$ cat config.mk
export PLATFORM = sky130hd
export DESIGN_NAME = pmr_id_trim_margin
export DESIGN_NICKNAME = d
export VERILOG_FILES = /design/src/shared/pmr_pkg.sv /design/src/logic/pmr_smb_target.sv /design/src/logic/pmr_id_trim_margin.sv
export SDC_FILE = /design/constraint.sdc
export NUM_CORES = 1
export LEC_CHECK = 0
export BUFFER_PORTS_ARGS = -buffer_cell sky130_fd_sc_hd__clkbuf_2
export CORE_MARGIN = 10
export CORE_UTILIZATION = 55
export DETAILED_ROUTE_END_ITERATION = 12
export HOLD_SLACK_MARGIN = 0.1
export PLACE_DENSITY = 0.78
export SYNTH_ARGS = -nofsm -noshare
export SYNTH_HDL_FRONTEND = slang
export SYNTH_SLANG_ARGS = --single-unit
$ cat constraint.sdc
create_clock -name mclk_i -period 14 [get_ports mclk_i]
set_input_delay 2.1 -clock mclk_i [delete_from_list [all_inputs] [get_ports mclk_i]]
set_output_delay 2.1 -clock mclk_i [all_outputs]
set_load 0.01 [all_outputs]
$ cat src/shared/pmr_pkg.sv
// constants, types and command codes of the identity, trim and margin command block
// assumes a 125 MHz device clock and a slow PMBus clock sampled by it
package pmr_pkg;
  // command codes answered by this block
  localparam logic [7:0] CMD_STORE_ALL = 8'h11;
  localparam logic [7:0] CMD_VOUT_MODE = 8'h20;
  localparam logic [7:0] CMD_DEV_ID = 8'hAD;
  localparam logic [7:0] CMD_DEV_REV = 8'hAE;
  localparam logic [7:0] CMD_SCRATCH = 8'hD0;
  localparam logic [7:0] CMD_TRIM = 8'hD4;
  localparam logic [7:0] CMD_MARGIN_UP = 8'hD5;
  // linear mode, exponent -9 (1.953 mV per count)
  localparam logic [7:0] VOUT_MODE_VALUE = 8'h17;
  localparam logic [7:0] BLOCK_COUNT = 8'h02;
  localparam logic [7:0] IDLE_BYTE = 8'hFF;
  // register reset and limit values
  localparam logic [15:0] SCRATCH_RESET = 16'h0000;
  localparam logic [15:0] SCRATCH_WR_MASK = 16'h00FF;
  localparam logic [15:0] TRIM_RESET = 16'h0000;
  localparam logic [15:0] TRIM_MIN = 16'hFFC0;
  localparam logic [15:0] TRIM_MAX = 16'h003F;
  localparam logic [15:0] MARGIN_MIN = 16'h0000;
  localparam logic [15:0] MARGIN_MAX = 16'h001F;
  localparam logic [15:0] MARGIN_RESTORE_LO = 16'h0009;
  localparam logic [15:0] MARGIN_RESTORE_HI = 16'h000F;
  // serial bit positions
  localparam logic [3:0] BIT_LAST = 4'h7;
  localparam logic [3:0] BIT_ACK = 4'h8;
  localparam logic [3:0] BIT_DONE = 4'h9;
  typedef enum logic [2:0] {
    RAMP_OFF, RAMP_SOFT_START, RAMP_STEADY, RAMP_TOFF_DELAY, RAMP_SOFT_STOP
  } pmr_ramp_type;
  typedef enum logic [2:0] {SMB_IDLE, SMB_ADDR, SMB_RX, SMB_TX, SMB_WAIT} pmr_smb_type;
endpackage

$ cat src/logic/pmr_smb_target.sv
`timescale 1ns/1ps
// byte-level PMBus target: start/stop detection, address match, byte shift and ack
// assumes scl and sda arrive from pins and the bus clock is far slower than mclk_i
module pmr_smb_target
  import pmr_pkg::*;
(
  input wire logic mclk_i,
  input wire logic rst_b_i,
  input wire logic [6:0] dev_addr_i,
  input wire logic scl_i,
  input wire logic sda_i,
  output logic sda_o,
  output logic sda_oe_o,
  output logic start_o,
  output logic stop_o,
  output logic wr_byte_o,
  output logic [7:0] wr_data_o,
  input wire logic ack_i,
  output logic rd_next_o,
  input wire logic [7:0] tx_data_i
);
  logic [1:0] scl_sync;
  logic [1:0] sda_sync;
  logic scl_d, sda_d;
  pmr_smb_type state, next_state;
  logic [3:0] cnt, next_cnt;
  logic [7:0] shift, next_shift;
  logic oe, next_oe;
  logic scl_s, sda_s, scl_rise, scl_fall, start_c, stop_c;

  // only the second stage and its delayed copy are looked at
  assign scl_s = scl_sync[1];
  assign sda_s = sda_sync[1];
  assign scl_rise = scl_s & ~scl_d;
  assign scl_fall = ~scl_s & scl_d;
  assign start_c = scl_s & scl_d & sda_d & ~sda_s;
  assign stop_c = scl_s & scl_d & ~sda_d & sda_s;
  assign sda_o = 1'b0; // open drain: only ever pulls low
  assign sda_oe_o = oe;
  assign wr_data_o = shift;

  // bus state machine; bytes are judged on the falling edge after the eighth bit
  always_comb
  begin
    next_state = state;
    next_cnt = cnt;
    next_shift = shift;
    next_oe = oe;
    start_o = 1'b0;
    stop_o = 1'b0;
    wr_byte_o = 1'b0;
    rd_next_o = 1'b0;
    if (start_c)
    begin
      next_state = SMB_ADDR;
      next_cnt = 4'h0;
      next_oe = 1'b0;
      start_o = 1'b1;
    end
    else if (stop_c)
    begin
      next_state = SMB_IDLE;
      next_oe = 1'b0;
      stop_o = 1'b1;
    end
    else if (state == SMB_ADDR || state == SMB_RX || state == SMB_TX)
    begin
      if (scl_rise)
      begin
        if (cnt < BIT_ACK)
        begin
          if (state != SMB_TX)
            next_shift = {shift[6:0], sda_s};
          next_cnt = cnt + 4'h1;
        end
        else if (cnt == BIT_ACK)
        begin
          next_cnt = BIT_DONE;
          // a master nack ends the read
          if (state == SMB_TX && sda_s)
            next_state = SMB_WAIT;
          else if (state == SMB_TX)
            rd_next_o = 1'b1;
        end
      end
      else if (scl_fall)
      begin
        case (state)
          SMB_ADDR:
          begin
            if (cnt == BIT_ACK)
            begin
              next_oe = (shift[7:1] == dev_addr_i);
              rd_next_o = (shift[7:1] == dev_addr_i) & shift[0];
              if (shift[7:1] != dev_addr_i)
                next_state = SMB_WAIT;
            end
            else if (cnt == BIT_DONE)
            begin
              next_cnt = 4'h0;
              next_state = shift[0] ? SMB_TX : SMB_RX;
              next_shift = shift[0] ? tx_data_i : shift;
              next_oe = shift[0] & ~tx_data_i[7];
            end
          end
          SMB_RX:
          begin
            if (cnt == BIT_ACK)
            begin
              wr_byte_o = 1'b1;
              next_oe = ack_i;
              if (!ack_i)
                next_state = SMB_WAIT;
            end
            else if (cnt == BIT_DONE)
            begin
              next_cnt = 4'h0;
              next_oe = 1'b0;
            end
          end
          default:
          begin
            // transmit: release for the master ack, then present the next byte
            if (cnt == BIT_ACK)
              next_oe = 1'b0;
            else if (cnt == BIT_DONE)
            begin
              next_cnt = 4'h0;
              next_shift = tx_data_i;
              next_oe = ~tx_data_i[7];
            end
            else if (cnt != 4'h0)
            begin
              next_shift = {shift[6:0], 1'b0};
              next_oe = ~shift[6];
            end
          end
        endcase
      end
    end
  end

  always_ff @(posedge mclk_i)
  begin
    if (!rst_b_i)
    begin
      scl_sync <= 2'h3;
      sda_sync <= 2'h3;
      scl_d <= 1'b1;
      sda_d <= 1'b1;
      state <= SMB_IDLE;
      cnt <= 4'h0;
      shift <= 8'h00;
      oe <= 1'b0;
    end
    else
    begin
      scl_sync <= {scl_sync[0], scl_i};
      sda_sync <= {sda_sync[0], sda_i};
      scl_d <= scl_s;
      sda_d <= sda_s;
      state <= next_state;
      cnt <= next_cnt;
      shift <= next_shift;
      oe <= next_oe;
    end
  end
endmodule

$ cat src/logic/pmr_id_trim_margin.sv
`timescale 1ns/1ps
// identity, scratch, reference trim and margin-up commands with the reference ramp
// assumes OPERATION, OPTIONS, limits and nonvolatile storage live in neighbouring logic
// Behaviour
// - identity read is a read-only block read: count 2, low byte then high.
// - revision read is a read-only block read, zero for first silicon.
// - scratch word takes writes in low byte only; high byte reads zero.
// - store-all command copies scratch and trim words to nonvolatile storage.
// - trim adds a signed offset of -64 to +63 steps to the reference.
// - trim word is 16-bit two's complement, high byte sign-extends, default zero.
// - out-of-range trim or margin write clamps, flags invalid data and alerts.
// - loop slave refuses trim and margin access with nack, fault and alert.
// - reference ramps at rise, transition or fall rate chosen by state.
// - reference including offsets is limited by maximum and minimum.
// - output voltage format is fixed linear with exponent -9.
// - margin-high selection adds margin offset; low 5 bits, 0 to 31 steps.
// - margin offset is never stored; restores to 9 or 15 by select bit.
module pmr_id_trim_margin
  import pmr_pkg::*;
#(
  parameter logic [15:0] DEVICE_CODE = 16'h5A01, // arbitrary identity value
  parameter logic [15:0] SILICON_REV = 16'h0000
)
(
  input wire logic mclk_i,
  input wire logic rst_b_i,
  input wire logic [6:0] dev_addr_i,
  input wire logic scl_i,
  input wire logic sda_i,
  output logic sda_o,
  output logic sda_oe_o,
  input wire logic loop_slave_i,
  input wire logic margin_high_sel_i,
  input wire logic margin_up_restore_select_i,
  input wire pmr_ramp_type ramp_state_i,
  input wire logic [15:0] rise_interval_i,
  input wire logic [15:0] transition_interval_i,
  input wire logic [15:0] fall_interval_i,
  input wire logic [15:0] vout_command_i,
  input wire logic [15:0] vout_min_i,
  input wire logic [15:0] vout_max_i,
  input wire logic [15:0] nvm_scratch_i,
  input wire logic [15:0] nvm_trim_i,
  input wire logic clear_faults_i,
  output logic nvm_store_o,
  output logic [15:0] nvm_scratch_o,
  output logic [15:0] nvm_trim_o,
  output logic smbalert_o,
  output logic cml_status_o,
  output logic invalid_data_o,
  output logic invalid_command_fault_o,
  output logic [15:0] loop_reference_level_o
);
  logic start, stop, wr_byte, rd_next, ack, cmd_ack;
  logic [7:0] wr_data, rd_byte;
  logic [7:0] cmd, next_cmd, tx_data, next_tx, data_lo, next_data_lo, data_hi, next_data_hi;
  logic cmd_ok, next_cmd_ok, loaded, next_loaded, store, next_store;
  logic [1:0] wr_idx, next_wr_idx, rd_idx, next_rd_idx;
  logic [15:0] scratch, next_scratch, trim, next_trim, margin, next_margin;
  logic [15:0] nvm_scratch, next_nvm_scratch, nvm_trim, next_nvm_trim, wr_word;
  logic inv_data, next_inv_data, invalid_command_fault, next_ivc;
  logic [15:0] ref_level, next_ref, target, interval, ramp_cnt, next_ramp_cnt;
  logic hold;
  logic signed [17:0] ref_sum;

  // commands that a loop slave must refuse
  function automatic logic is_offset_cmd(input logic [7:0] c);
    is_offset_cmd = (c == CMD_TRIM) || (c == CMD_MARGIN_UP);
  endfunction

  function automatic logic is_known_cmd(input logic [7:0] c);
    is_known_cmd = (c == CMD_STORE_ALL) || (c == CMD_VOUT_MODE) || (c == CMD_DEV_ID)
      || (c == CMD_DEV_REV) || (c == CMD_SCRATCH) || is_offset_cmd(c);
  endfunction

  // byte idx of a word, low byte first; past the end reads idle
  function automatic logic [7:0] word_byte(input logic [15:0] w, input logic [1:0] idx);
    word_byte = (idx == 2'h0) ? w[7:0] : ((idx == 2'h1) ? w[15:8] : IDLE_BYTE);
  endfunction

  pmr_smb_target u_target (
    .mclk_i(mclk_i),
    .rst_b_i(rst_b_i),
    .dev_addr_i(dev_addr_i),
    .scl_i(scl_i),
    .sda_i(sda_i),
    .sda_o(sda_o),
    .sda_oe_o(sda_oe_o),
    .start_o(start),
    .stop_o(stop),
    .wr_byte_o(wr_byte),
    .wr_data_o(wr_data),
    .ack_i(ack),
    .rd_next_o(rd_next),
    .tx_data_i(tx_data)
  );

  // command byte acceptance; data bytes only for writable words, at most two
  assign cmd_ack = is_known_cmd(wr_data) && !(loop_slave_i && is_offset_cmd(wr_data));
  assign ack = (wr_idx == 2'h0) ? cmd_ack
    : (cmd_ok && wr_idx != 2'h3 && (cmd == CMD_SCRATCH || is_offset_cmd(cmd)));
  assign wr_word = {data_hi, data_lo};

  // read data: refused or unknown commands read back as idle bytes
  always_comb
  begin
    rd_byte = IDLE_BYTE;
    if (cmd_ok)
    begin
      case (cmd)
        CMD_VOUT_MODE: rd_byte = (rd_idx == 2'h0) ? VOUT_MODE_VALUE : IDLE_BYTE;
        CMD_DEV_ID: rd_byte = (rd_idx == 2'h0) ? BLOCK_COUNT
          : word_byte(DEVICE_CODE, rd_idx - 2'h1);
        CMD_DEV_REV: rd_byte = (rd_idx == 2'h0) ? BLOCK_COUNT
          : word_byte(SILICON_REV, rd_idx - 2'h1);
        CMD_SCRATCH: rd_byte = word_byte(scratch, rd_idx);
        CMD_TRIM: rd_byte = word_byte(trim, rd_idx);
        CMD_MARGIN_UP: rd_byte = word_byte(margin, rd_idx);
        default: rd_byte = IDLE_BYTE;
      endcase
    end
  end

  // transaction tracking, register commits and sticky faults
  always_comb
  begin
    next_cmd = cmd;
    next_cmd_ok = cmd_ok;
    next_wr_idx = wr_idx;
    next_rd_idx = rd_idx;
    next_data_lo = data_lo;
    next_data_hi = data_hi;
    next_tx = tx_data;
    next_scratch = scratch;
    next_trim = trim;
    next_margin = margin;
    next_loaded = 1'b1;
    next_store = 1'b0;
    next_nvm_scratch = nvm_scratch;
    next_nvm_trim = nvm_trim;
    next_inv_data = inv_data;
    next_ivc = invalid_command_fault;
    // clear first so that a fault raised in the same cycle still lands
    if (clear_faults_i)
    begin
      next_inv_data = 1'b0;
      next_ivc = 1'b0;
    end
    // one power-up load; the margin word is rebuilt, never read back from storage
    if (!loaded)
    begin
      next_scratch = nvm_scratch_i & SCRATCH_WR_MASK;
      next_trim = nvm_trim_i;
      next_margin = margin_up_restore_select_i ? MARGIN_RESTORE_HI : MARGIN_RESTORE_LO;
    end
    if (start)
    begin
      next_wr_idx = 2'h0;
      next_rd_idx = 2'h0;
    end
    if (wr_byte)
    begin
      case (wr_idx)
        2'h0:
        begin
          next_cmd = wr_data;
          next_cmd_ok = cmd_ack;
          if (loop_slave_i && is_offset_cmd(wr_data))
            next_ivc = 1'b1;
        end
        2'h1: next_data_lo = wr_data;
        2'h2: next_data_hi = wr_data;
        default: next_data_hi = data_hi;
      endcase
      if (wr_idx != 2'h3)
        next_wr_idx = wr_idx + 2'h1;
    end
    if (rd_next)
    begin
      next_tx = rd_byte;
      if (rd_idx != 2'h3)
        next_rd_idx = rd_idx + 2'h1;
    end
    if (stop && cmd_ok && loaded)
    begin
      if (wr_idx == 2'h1 && cmd == CMD_STORE_ALL)
      begin
        next_store = 1'b1;
        next_nvm_scratch = scratch;
        next_nvm_trim = trim;
      end
      if (wr_idx == 2'h3)
      begin
        case (cmd)
          CMD_SCRATCH: next_scratch = wr_word & SCRATCH_WR_MASK;
          CMD_TRIM:
          begin
            // the signed compare also catches a high byte that is no sign extension
            if ($signed(wr_word) < $signed(TRIM_MIN))
            begin
              next_trim = TRIM_MIN;
              next_inv_data = 1'b1;
            end
            else if ($signed(wr_word) > $signed(TRIM_MAX))
            begin
              next_trim = TRIM_MAX;
              next_inv_data = 1'b1;
            end
            else
              next_trim = wr_word;
          end
          CMD_MARGIN_UP:
          begin
            if ($signed(wr_word) < $signed(MARGIN_MIN))
            begin
              next_margin = MARGIN_MIN;
              next_inv_data = 1'b1;
            end
            else if ($signed(wr_word) > $signed(MARGIN_MAX))
            begin
              next_margin = MARGIN_MAX;
              next_inv_data = 1'b1;
            end
            else
              next_margin = wr_word & MARGIN_MAX;
          end
          default: next_scratch = scratch;
        endcase
      end
    end
  end

  always_ff @(posedge mclk_i)
  begin
    if (!rst_b_i)
    begin
      cmd <= 8'h00;
      cmd_ok <= 1'b0;
      wr_idx <= 2'h0;
      rd_idx <= 2'h0;
      data_lo <= 8'h00;
      data_hi <= 8'h00;
      tx_data <= IDLE_BYTE;
      scratch <= SCRATCH_RESET;
      trim <= TRIM_RESET;
      margin <= MARGIN_RESTORE_LO;
      loaded <= 1'b0;
      store <= 1'b0;
      nvm_scratch <= SCRATCH_RESET;
      nvm_trim <= TRIM_RESET;
      inv_data <= 1'b0;
      invalid_command_fault <= 1'b0;
    end
    else
    begin
      cmd <= next_cmd;
      cmd_ok <= next_cmd_ok;
      wr_idx <= next_wr_idx;
      rd_idx <= next_rd_idx;
      data_lo <= next_data_lo;
      data_hi <= next_data_hi;
      tx_data <= next_tx;
      scratch <= next_scratch;
      trim <= next_trim;
      margin <= next_margin;
      loaded <= next_loaded;
      store <= next_store;
      nvm_scratch <= next_nvm_scratch;
      nvm_trim <= next_nvm_trim;
      inv_data <= next_inv_data;
      invalid_command_fault <= next_ivc;
    end
  end

  assign nvm_store_o = store;
  assign nvm_scratch_o = nvm_scratch;
  assign nvm_trim_o = nvm_trim;
  assign invalid_data_o = inv_data;
  assign invalid_command_fault_o = invalid_command_fault;
  assign cml_status_o = inv_data | invalid_command_fault;
  assign smbalert_o = inv_data | invalid_command_fault;
  assign loop_reference_level_o = ref_level;

  // reference target: command plus trim plus margin when margin-high is selected, held inside min and max
  always_comb
  begin
    ref_sum = $signed({2'b00, vout_command_i}) + $signed({{2{trim[15]}}, trim})
      + $signed({2'b00, (margin_high_sel_i ? margin : 16'h0000)});
    if (ref_sum < $signed({2'b00, vout_min_i}))
      target = vout_min_i;
    else if (ref_sum > $signed({2'b00, vout_max_i}))
      target = vout_max_i;
    else
      target = ref_sum[15:0];
  end

  // ramp one count per interval; the interval is picked by the sequencing state
  always_comb
  begin
    hold = 1'b0;
    case (ramp_state_i)
      RAMP_SOFT_START: interval = rise_interval_i;
      RAMP_STEADY, RAMP_TOFF_DELAY: interval = transition_interval_i;
      RAMP_SOFT_STOP: interval = fall_interval_i;
      default:
      begin
        interval = 16'h0000;
        hold = 1'b1;
      end
    endcase
    next_ramp_cnt = ramp_cnt + 16'h0001;
    next_ref = ref_level;
    if (hold || ref_level == target)
      next_ramp_cnt = 16'h0000;
    else if (next_ramp_cnt >= interval)
    begin
      // an interval of zero behaves as one count per clock
      next_ramp_cnt = 16'h0000;
      next_ref = (ref_level < target) ? ref_level + 16'h0001 : ref_level - 16'h0001;
    end
  end

  always_ff @(posedge mclk_i)
  begin
    if (!rst_b_i)
    begin
      ramp_cnt <= 16'h0000;
      ref_level <= 16'h0000;
    end
    else
    begin
      ramp_cnt <= next_ramp_cnt;
      ref_level <= next_ref;
    end
  end
endmodule

Word level (Yosys, flattened, before mapping)

Cells that the tools add are included.

Register bits: 175
Output and inout bits: 55
Bits of input ports: 146

$add $sub $neg: 9
$lt $le $gt $ge: 9
Reductions and logical operators: 50
Bitwise operators: 21
Equal/unequal tests: 57
Multiplexer cells: 120

Operators by type and width:

| kind                                                                   | number |
|---|---|
| 16-bit 2-to-1 mux                                                      | 17 |
| 8-bit 2-to-1 mux                                                       | 24 |
| 8-bit == test (second input constant)                                  | 10 |
| 16-bit case mux with 3 select lines                                    | 1 |
| 8-bit case mux with 6 select lines                                     | 1 |
| 1-bit 2-to-1 mux                                                       | 47 |
| 3-bit 2-to-1 mux                                                       | 11 |
| 16-bit by 1-bit adder with 16-bit output (second input constant)       | 2 |
| 16-bit case mux with 2 select lines                                    | 1 |
| 10-bit AND reduction                                                   | 3 |
| 4-bit 2-to-1 mux                                                       | 6 |
| 17-bit by 16-bit adder with 18-bit output                              | 1 |
| 18-bit by 17-bit adder with 18-bit output                              | 1 |
| 18-bit by 17-bit > comparator with 1-bit output                        | 1 |
| 18-bit by 17-bit < comparator with 1-bit output                        | 1 |
| 16-bit == test                                                         | 1 |
| 8-bit by 5-bit == test with 1-bit output (second input constant)       | 2 |
| 8-bit by 6-bit == test with 1-bit output (second input constant)       | 2 |
| 16-bit >= comparator                                                   | 1 |
| 16-bit by 6-bit > comparator with 1-bit output (second input constant) | 1 |
| 16-bit by 7-bit > comparator with 1-bit output (second input constant) | 1 |
| 16-bit by 1-bit < comparator with 1-bit output (second input constant) | 1 |
| 16-bit < comparator                                                    | 1 |
| 16-bit by 7-bit < comparator with 1-bit output (second input constant) | 1 |
| 46 further kinds                                                       | 128 |

Depth between registers and ports, before layout

Gate-level depths: netlist of the first run.

Depth after elaboration: 16
Depth in mapped cells: 36

By module

Synthesis of the first run repeated with hierarchy kept, for this count alone.

Cells, all modules: 1493
Area total of the unflattened synthesis: 12245.5 um^2

By module, submodules not included:

| module             | cells an instance | times used | area each (um^2) |
|---|---|---|---|
| pmr_id_trim_margin | 1304              | 1          | 10626.4 |
| pmr_smb_target     | 189               | 1          | 1619.1 |

Worst setup path before layout of the first run

Ideal clock, no wire load.

Path kind: input-to-reg
From: in margin_high_sel_i
To: reg ref_level[14], in the netlist loop_reference_level_o[14]
Library setup time: 0.133 ns
Slack: 3.765 ns
Cell stages on the path: 34
Data arrival time: 10.102 ns
Path through: clkbuf_1 and2_1 fa_1 ha_1 o21a_1 o21a_1 o22ai_1 a21o_1 o211ai_1 nor3_1 ha_1 nand2_1 o21ai_0 a2111oi_0 o21a_1 a31oi_1 a21oi_4 buf_2 mux2_2 o21ai_1 ha_1 nand4_1 nor2_1 nand3_1 o41ai_1 ha_1 nor2b_1 o21a_1 or2_2 a21oi_1 o311ai_0 a21oi_1 xor2_1 o22ai_1

Word-level cells in the longest chain between the ends: 9

Ends and longest elaborated chain:

| what                                                        | line                      | text |
|---|---|---|
| from (decl)                                                 | pmr_id_trim_margin.sv:33  | `input wire logic margin_high_sel_i,` |
| 16-bit 2-to-1 mux (*)                                       | pmr_id_trim_margin.sv:288 | `+ $signed({2'b00, (margin_high_sel_i ? margin : 16'h0000)});` |
| 18-bit by 17-bit adder with 18-bit output (*)               | pmr_id_trim_margin.sv:288 |  |
| 18-bit by 17-bit > comparator with 1-bit output             | pmr_id_trim_margin.sv:291 | `else if (ref_sum > $signed({2'b00, vout_max_i}))` |
| 16-bit 2-to-1 mux                                           | pmr_id_trim_margin.sv:291 |  |
| 16-bit 2-to-1 mux (*)                                       | pmr_id_trim_margin.sv:289 | `if (ref_sum < $signed({2'b00, vout_min_i}))` |
| branches (longest 4 deep; another with 16-bit < comparator) | -                         |  |
| to (signal assigned)                                        | pmr_id_trim_margin.sv:333 | `ref_level <= next_ref;` |
| to (decl)                                                   | pmr_id_trim_margin.sv:62  | `logic [15:0] ref_level, next_ref, target, interval, ramp_cnt, next_ramp_cnt;` |

Mark *: on every way between the ends.
A chain may end at the register's enable or synchronous reset.

Worst setup path after layout of the first run

From: in margin_high_sel_i
To: reg ref_level[15], in the netlist loop_reference_level_o[15]

Same word-level chain as after synthesis.

==> results of run 1 <==
[state kept, by name (all words and copies together) (netlist names), 3 cells and up]
signal	flops
ramp_cnt	16
tx_data	8
loop_reference_level_o	16
margin	16
data_lo	8
u_target.cnt	4
cmd	8
trim	16
data_hi	8
nvm_trim_o	16
u_target.wr_data_o	8
nvm_scratch_o	16
scratch	16
u_target.state	3
[per-stage QoR]
step	hold WS, ps	power, mW
3_5_place_dp	396.4	0.7824
6_report	413.4	1.278
3_3_place_gp	397.0	0.7739
5_1_grt	439.3	1.331
4_1_cts	418.0	1.280
2_1_floorplan	386.3	0.7095
[per-layer routing]
metal  GRT usage [%]  vias up  routed length (um)
li1                -     5465                   -
met1           29.97     5277               14830
met2           38.41      370               16110
met3           3.952       47                2089
met4           6.109        0                 658
met5               0        -                   0
[cell families (layout without fill, tap and decap cells)]
family          Yosys count  after routing  synth area share (%)
xor+xnor                 49             49                 3.712
flops                   175            175                 29.78
compound gates          391            391                 21.10
simple gates            514            514                 21.63
fa+ha+maj               128            128                 14.76
other cells               1              1               0.03188
mux                      49             49                 4.340
buf+inv                 136            288                 4.637
[layout by cell type (no fill, tap or decap), types with 7 or more instances in the layout]
cell,instances
a211oi_1,31
a21o_1,14
a21oi_1,145
a222oi_1,13
a22oi_1,26
a31oi_1,9
and2_1,34
and3_1,19
buf_4,8
clkbuf_16,17
clkbuf_2,191
dfxtp_1,175
fa_1,18
ha_1,110
inv_1,55
mux2_2,12
mux2i_1,36
nand2_1,153
nand2b_1,14
nand3_1,41
nand3b_1,9
nand4_1,12
nor2_1,115
nor2b_1,40
nor3_1,23
o211ai_1,10
o21a_1,10
o21ai_0,55
o21ai_1,9
o22ai_1,17
or2_2,7
or3_1,8
xnor2_1,26
xor2_1,22
[final timing paths]
path | cells after the start | end | slack [ps] | from
setup / recovery | 34 | loop_reference_level_o[15]$_SDFFE_PN0P_ | 3400 | margin_high_sel_i
hold / removal | 1 | u_target.sda_sync[1]$_SDFF_PN1_ | 410 | u_target.sda_sync[0]$_SDFF_PN1_
setup reg to reg | 33 | loop_reference_level_o[15]$_SDFFE_PN0P_ | 5000 | margin[1]$_SDFF_PN0_
hold reg to reg | 1 | u_target.sda_sync[1]$_SDFF_PN1_ | 410 | u_target.sda_sync[0]$_SDFF_PN1_
[power groups by stage]
stage	sequential (mW)	combinational [mW]	clock [mW]
after floorplan	0.520	0.189	0
after detailed placement	0.524	0.258	0
final	0.513	0.263	0.502
after global placement	0.524	0.250	0
after CTS	0.513	0.260	0.507
after global routing	0.513	0.292	0.526
[layout make-up]
class | count | area [um^2] | share of cell area (%)
Clock inverter | 15 | 216.5 | 1.610
Tap cell | 275 | 344.1 | 2.559
Sequential cell | 175 | 3503 | 26.05
Inverter | 57 | 214.0 | 1.591
Multi-Input combinational cell | 1132 | 7729 | 57.47
Timing Repair Buffer | 199 | 1016 | 7.555
Clock buffer | 17 | 425.4 | 3.163
[worst max-delay path, delay by kind of cell]
kind / cells / cell delay (ps)
simple gates: 7 / 1400
fa+ha+maj: 6 / 2050
mux: 1 / 130
compound gates: 16 / 4320
xor+xnor: 2 / 430
buf+inv: 2 / 480
==> results.tsv, run 1 <==
stage	metric	value	unit
worst_setup_path	cp_common_cell	ha_1	
logic_synthesis	async_reset_ff_share	0	%
logic_synthesis	synth_top_area_cell	dfxtp_1	
clock_tree	clkSinkCount	175	
detailed_routing	routed_wl	33680	um
status	status	finished, final reports clean	
worst_hold_path	hp-class	reg -> reg	
worst_setup_path	end_kind	flip-flop	
detailed_routing	wl_per_cell	18.01	um
power	power_density	95.02	nW/um^2
sta	setup_tns	0	ps
clock_tree	cts_buffer_depth	2	
final_layout	nFillCells	1871	
clock_tree	clockRootBuffer	clkbuf_16	
worst_setup_path	path_max_fanout	16	
logic_synthesis	netlist_instances	1443	
detailed_routing	route.vias.total	11160	
power	p_sw	410.2	uW
clock_tree	ctsHoldBuffers	0	
final_layout	area_growth_syn_to_layout	14.32	%
clock_tree	cts.htree.levels	4	
worst_setup_path	critPathLaunchType	input pin	
clock_tree	ctsResizeCount	0	
worst_setup_path	crit_required	14330	ps
power	max-vdd-ir-drop	0.08841	mV
sta	fmax	0.09432	GHz
clock_tree	post_cts_buffers	0	
power	intPower	867.6	uW
final_layout	layout-drive-gt1-share	16.36	%
global_routing	grt_pass1_wl	53970	um
floorplan	die-area	27640	um^2
detailed_routing	viasPerCell	5.967	
sta	min_period_over_period	75.73	%
floorplan	die_h	166.3	um
logic_synthesis	yosys-top-cells-area	dfxtp_1 (30%), ha_1 (12%), a21oi_1 (6.2%)	
logic_synthesis	yosysUniqueCellTypes	72	
global_routing	grt_pass1_vias	10660	
floorplan	coreArea	21020	um^2
logic_synthesis	synth_top_area_share	29.78	%
clock_tree	clkSlewWorstSetupHoldPaths	80	ps
logic_synthesis	syn-num-nets	1717	
logic_synthesis	synthFlopType	dfxtp_1	
final_layout	final_cells	1870	
clock_tree	worstSkewPairLatency	440	ps
final_layout	fin_util	63.97	%
global_routing	overflow	0	
worst_setup_path	slowest_stage	a21oi_1	
floorplan	io_pins	201	
worst_setup_path	critPathArrivalTime	10930	ps
power	switching_share	32.10	%
worst_setup_path	slowest_delay	740	ps
logic_synthesis	yosys_warnings	0	
placed_design	dp_cells	1838	
sta	finClkSkew	14.39	ps
logic_synthesis	synth_commonest_cells	dfxtp_1 (175), nand2_1 (153), a21oi_1 (145), nor2_1 (115), ha_1 (110)	
logic_synthesis	post-synth-top-count-cell	dfxtp_1	
sta	grt_setup_unrepaired	no	
placed_design	io_buffers	191	
worst_setup_path	critical_path_class	in -> reg	
clock_tree	cts_tree	built	
detailed_routing	ant_nets	0	
placed_design	place_ws	3120	ps
logic_synthesis	ys_seq_area_share	29.78	%
global_routing	grt_start_max_net_pins	98	
floorplan	die_w	166.3	um
floorplan	start_util	55.96	%
detailed_routing	drc	0	
sta	period_minus_slack	10600	ps
logic_synthesis	syn_area	11760	um^2
logic_synthesis	synth_edf_count	0	
placed_design	postPlaceCellArea	12810	um^2
power	p_comb_share	20.6	%
global_routing	grt_antenna_before_repair	0	
sta	fin_ws	3398	ps
logic_synthesis	ys_ff_latch	175	
power	p_seq_share	40.1	%
detailed_routing	drt-pass1-iter-count	8	
flow_run	maxCapViolCount	0	
sta	setup_violations	0	
sta	tightest_slew	1103	ps
global_routing	grt_usage	23.00	%
placed_design	place.gp.congestion	0.9337	
power	p_leak	5.888	nW
detailed_routing	initialDrtViolationCount	1117	
placed_design	hpwl	25930	um
logic_synthesis	syn_area_per_cell	8.152	um^2
floorplan	num_rows	53	
final_layout	diodes	0	
sta	finalMaxSlewViolations	0	
power	clkPwrFrac	39.3	%
clock_tree	cts_buffers	17	
sta	maxSlewHeadroom	26.17	%
sta	finalHoldViolations	0	
final_layout	final_area	13450	um^2
final_layout	layout.nets	1856	
Power figures use the tool's default switching activity.
==> run 2: changes to the inputs <==
--- a/config.mk
+++ b/config.mk
@@ -7,7 +7,7 @@
 export LEC_CHECK = 0
 export BUFFER_PORTS_ARGS = -buffer_cell sky130_fd_sc_hd__clkbuf_2
 export CORE_MARGIN = 10
-export CORE_UTILIZATION = 55
+export CORE_UTILIZATION = 52
 export DETAILED_ROUTE_END_ITERATION = 12
 export HOLD_SLACK_MARGIN = 0.1
 export PLACE_DENSITY = 0.78
==> constraint.sdc (replaced) <==
create_clock -name mclk_i -period 8.7 [get_ports mclk_i]
set_input_delay 1.305 -clock mclk_i [delete_from_list [all_inputs] [get_ports mclk_i]]
set_output_delay 1.305 -clock mclk_i [all_outputs]
set_load 0.01 [all_outputs]
==> run 2 against run 1 <==
  * Die area increased by 5.1%
  * Non-clock buffer count increased by 50
  * Wire length increased by 2.9%
  * Global-route usage increased by 0.15 points
  * Via count increased by 1.5%
  * Critical path depth increased by 7
  * Largest power group unchanged
  * Highest routed layer unchanged
==> results.tsv, run 2 (synthesis results as in run 1) <==
stage	metric	value	unit
clock_tree	clkSlewWorstSetupHoldPaths	70	ps
worst_setup_path	slowest_stage	fa_1	
global_routing	grt_start_max_net_pins	86	
worst_setup_path	critPathArrivalTime	8830	ps
worst_setup_path	cp_common_cell	buf_4	
sta	fin_ws	192.3	ps
detailed_routing	drt-pass1-iter-count	8	
final_layout	area_growth_syn_to_layout	18.40	%
clock_tree	cts_buffer_depth	2	
final_layout	nFillCells	1927	
detailed_routing	ant_nets	0	
worst_setup_path	r2r_end	loop_reference_level_o[15]$_SDFFE_PN0P_	
worst_setup_path	path_max_fanout	7	
clock_tree	cts_tree	built	
sta	setup_violations	0	
clock_tree	cts.htree.levels	4	
placed_design	hpwl	26860	um
flow_run	maxCapViolCount	0	
final_layout	diodes	0	
clock_tree	clkSinkCount	175	
placed_design	place.gp.congestion	0.9399	
worst_setup_path	worstRegToRegCells	38	
global_routing	grt_pass1_wl	55210	um
floorplan	num_rows	54	
placed_design	io_buffers	191	
sta	finalMaxSlewViolations	0	
floorplan	io_pins	201	
global_routing	grt_use_met3	3.771	%
global_routing	grt_usage	23.14	%
final_layout	layout-drive-gt1-share	19.76	%
final_layout	layout.nets	1906	
sta	tightest_slew	1226	ps
sta	period_minus_slack	8508	ps
floorplan	start_util	53.41	%
worst_hold_path	worstHoldStart	u_target.sda_sync[0]$_SDFF_PN1_	
placed_design	place_ws	-249.9	ps
floorplan	coreArea	22030	um^2
sta	finalHoldViolations	0	
worst_setup_path	critPathLaunchType	input pin	
power	totalPowerFinal	2.103	mW
worst_hold_path	whs_endpoint	u_target.sda_sync[1]$_SDFF_PN1_	
global_routing	top_usage_layer	met2	
global_routing	grt_antenna_before_repair	0	
floorplan	die-area	29040	um^2
worst_setup_path	reg2reg_from	margin[1]$_SDFF_PN0_	
power	max-vdd-ir-drop	0.1213	mV
final_layout	final_common_cell	clkbuf_2	
sta	finClkSkew	21.42	ps
global_routing	overflow	0	
global_routing	grt_pass1_vias	10820	
clock_tree	cts_buffers	17	
global_routing	met1_usage	29.62	%
clock_tree	worstSkewPairLatency	440	ps
detailed_routing	route.vias.total	11320	
clock_tree	ctsHoldBuffers	0	
worst_setup_path	critical_path_class	in -> reg	
detailed_routing	initialDrtViolationCount	1246	
detailed_routing	wl_per_cell	18.01	um
clock_tree	clockRootBuffer	clkbuf_16	
sta	maxSlewHeadroom	17.67	%
worst_setup_path	end_kind	flip-flop	
floorplan	die_h	170.4	um
detailed_routing	drc	0	
worst_hold_path	hp-class	reg -> reg	
power	p_leak	6.192	nW
power	power_density	151.0	nW/um^2
final_layout	mostFrequentLayoutCells	clkbuf_2 (191), dfxtp_1 (175), nand2_1 (153)	
detailed_routing	viasPerCell	5.882	
worst_setup_path	slowest_delay	470	ps
detailed_routing	routed_wl	34670	um
global_routing	grt_util_met2	39.02	%
floorplan	die_w	170.4	um
worst_hold_path	whs_path_depth	1	
sta	min_period_over_period	97.79	%
worst_setup_path	crit_required	9030	ps
sta	fmax	0.1175	GHz
status	status	finished, final reports clean	
sta	setup_tns	0	ps
worst_setup_path	rrSetupSlack	900	ps
## run 2: per-layer routing
metal	share of wire [%]	up-vias
li1	-	5577
met1	43	5261
met2	48	422
met3	6.7	63
met4	2.5	0
met5	0	-
## run 2: critical path: cells and delay by family
family,cells,cell delay [ps]
compound gates,17,3350
xor+xnor,1,170
fa+ha+maj,5,1620
buf+inv,8,1240
mux,1,120
simple gates,9,990
## run 2: layout make-up
type	count	area (um^2)	area share, %
multi-input cells	1132	7829	56.21
flip-flops and latches	175	3503	25.15
repair buffers	249	1395	10.02
clock buffers	17	425.4	3.054
well taps	280	350.3	2.515
inverters	57	214.0	1.536
clock inverters	15	211.5	1.518
## run 2: stage by stage
stage / hold WS (ps) / util, % / instance area [um^2] / instances
6_report: 414.6 / 63.24 / 13930 / 1925
5_1_grt: 432.4 / 63.24 / 13930 / 1925
4_1_cts: 419.5 / 62.68 / 13810 / 1921
3_5_place_dp: 392.5 / 59.79 / 13170 / 1889
3_3_place_gp: 394.1 / 59.79 / 13170 / 1889
2_1_floorplan: 386.3 / - / 11780 / 1443
## run 2: worst max-delay path by stage
stage / start / to / slack, ps / depth (start not counted)
after floorplan: margin_high_sel_i / loop_reference_level_o[14]$_SDFFE_PN0P_ / 200 / 34
after global placement: margin_high_sel_i / loop_reference_level_o[14]$_SDFFE_PN0P_ / -80 / 34
after detailed placement: margin_high_sel_i / loop_reference_level_o[14]$_SDFFE_PN0P_ / -250 / 34
after CTS: margin_high_sel_i / loop_reference_level_o[15]$_SDFFE_PN0P_ / 180 / 38
after global routing: margin_high_sel_i / loop_reference_level_o[15]$_SDFFE_PN0P_ / -120 / 39
final: margin_high_sel_i / loop_reference_level_o[15]$_SDFFE_PN0P_ / 190 / 41
## run 2: what timing repair did
item,4_1_cts,5_1_grt
endpoints found under the setup margin,0,11
buffers inserted,0,4
resized for setup,0,22
## run 2: report_power, final
part	switching (mW)	total [mW]	internal, mW
registers	0.0140	0.824	0.810
logic	0.263	0.488	0.226
clock network	0.393	0.790	0.397
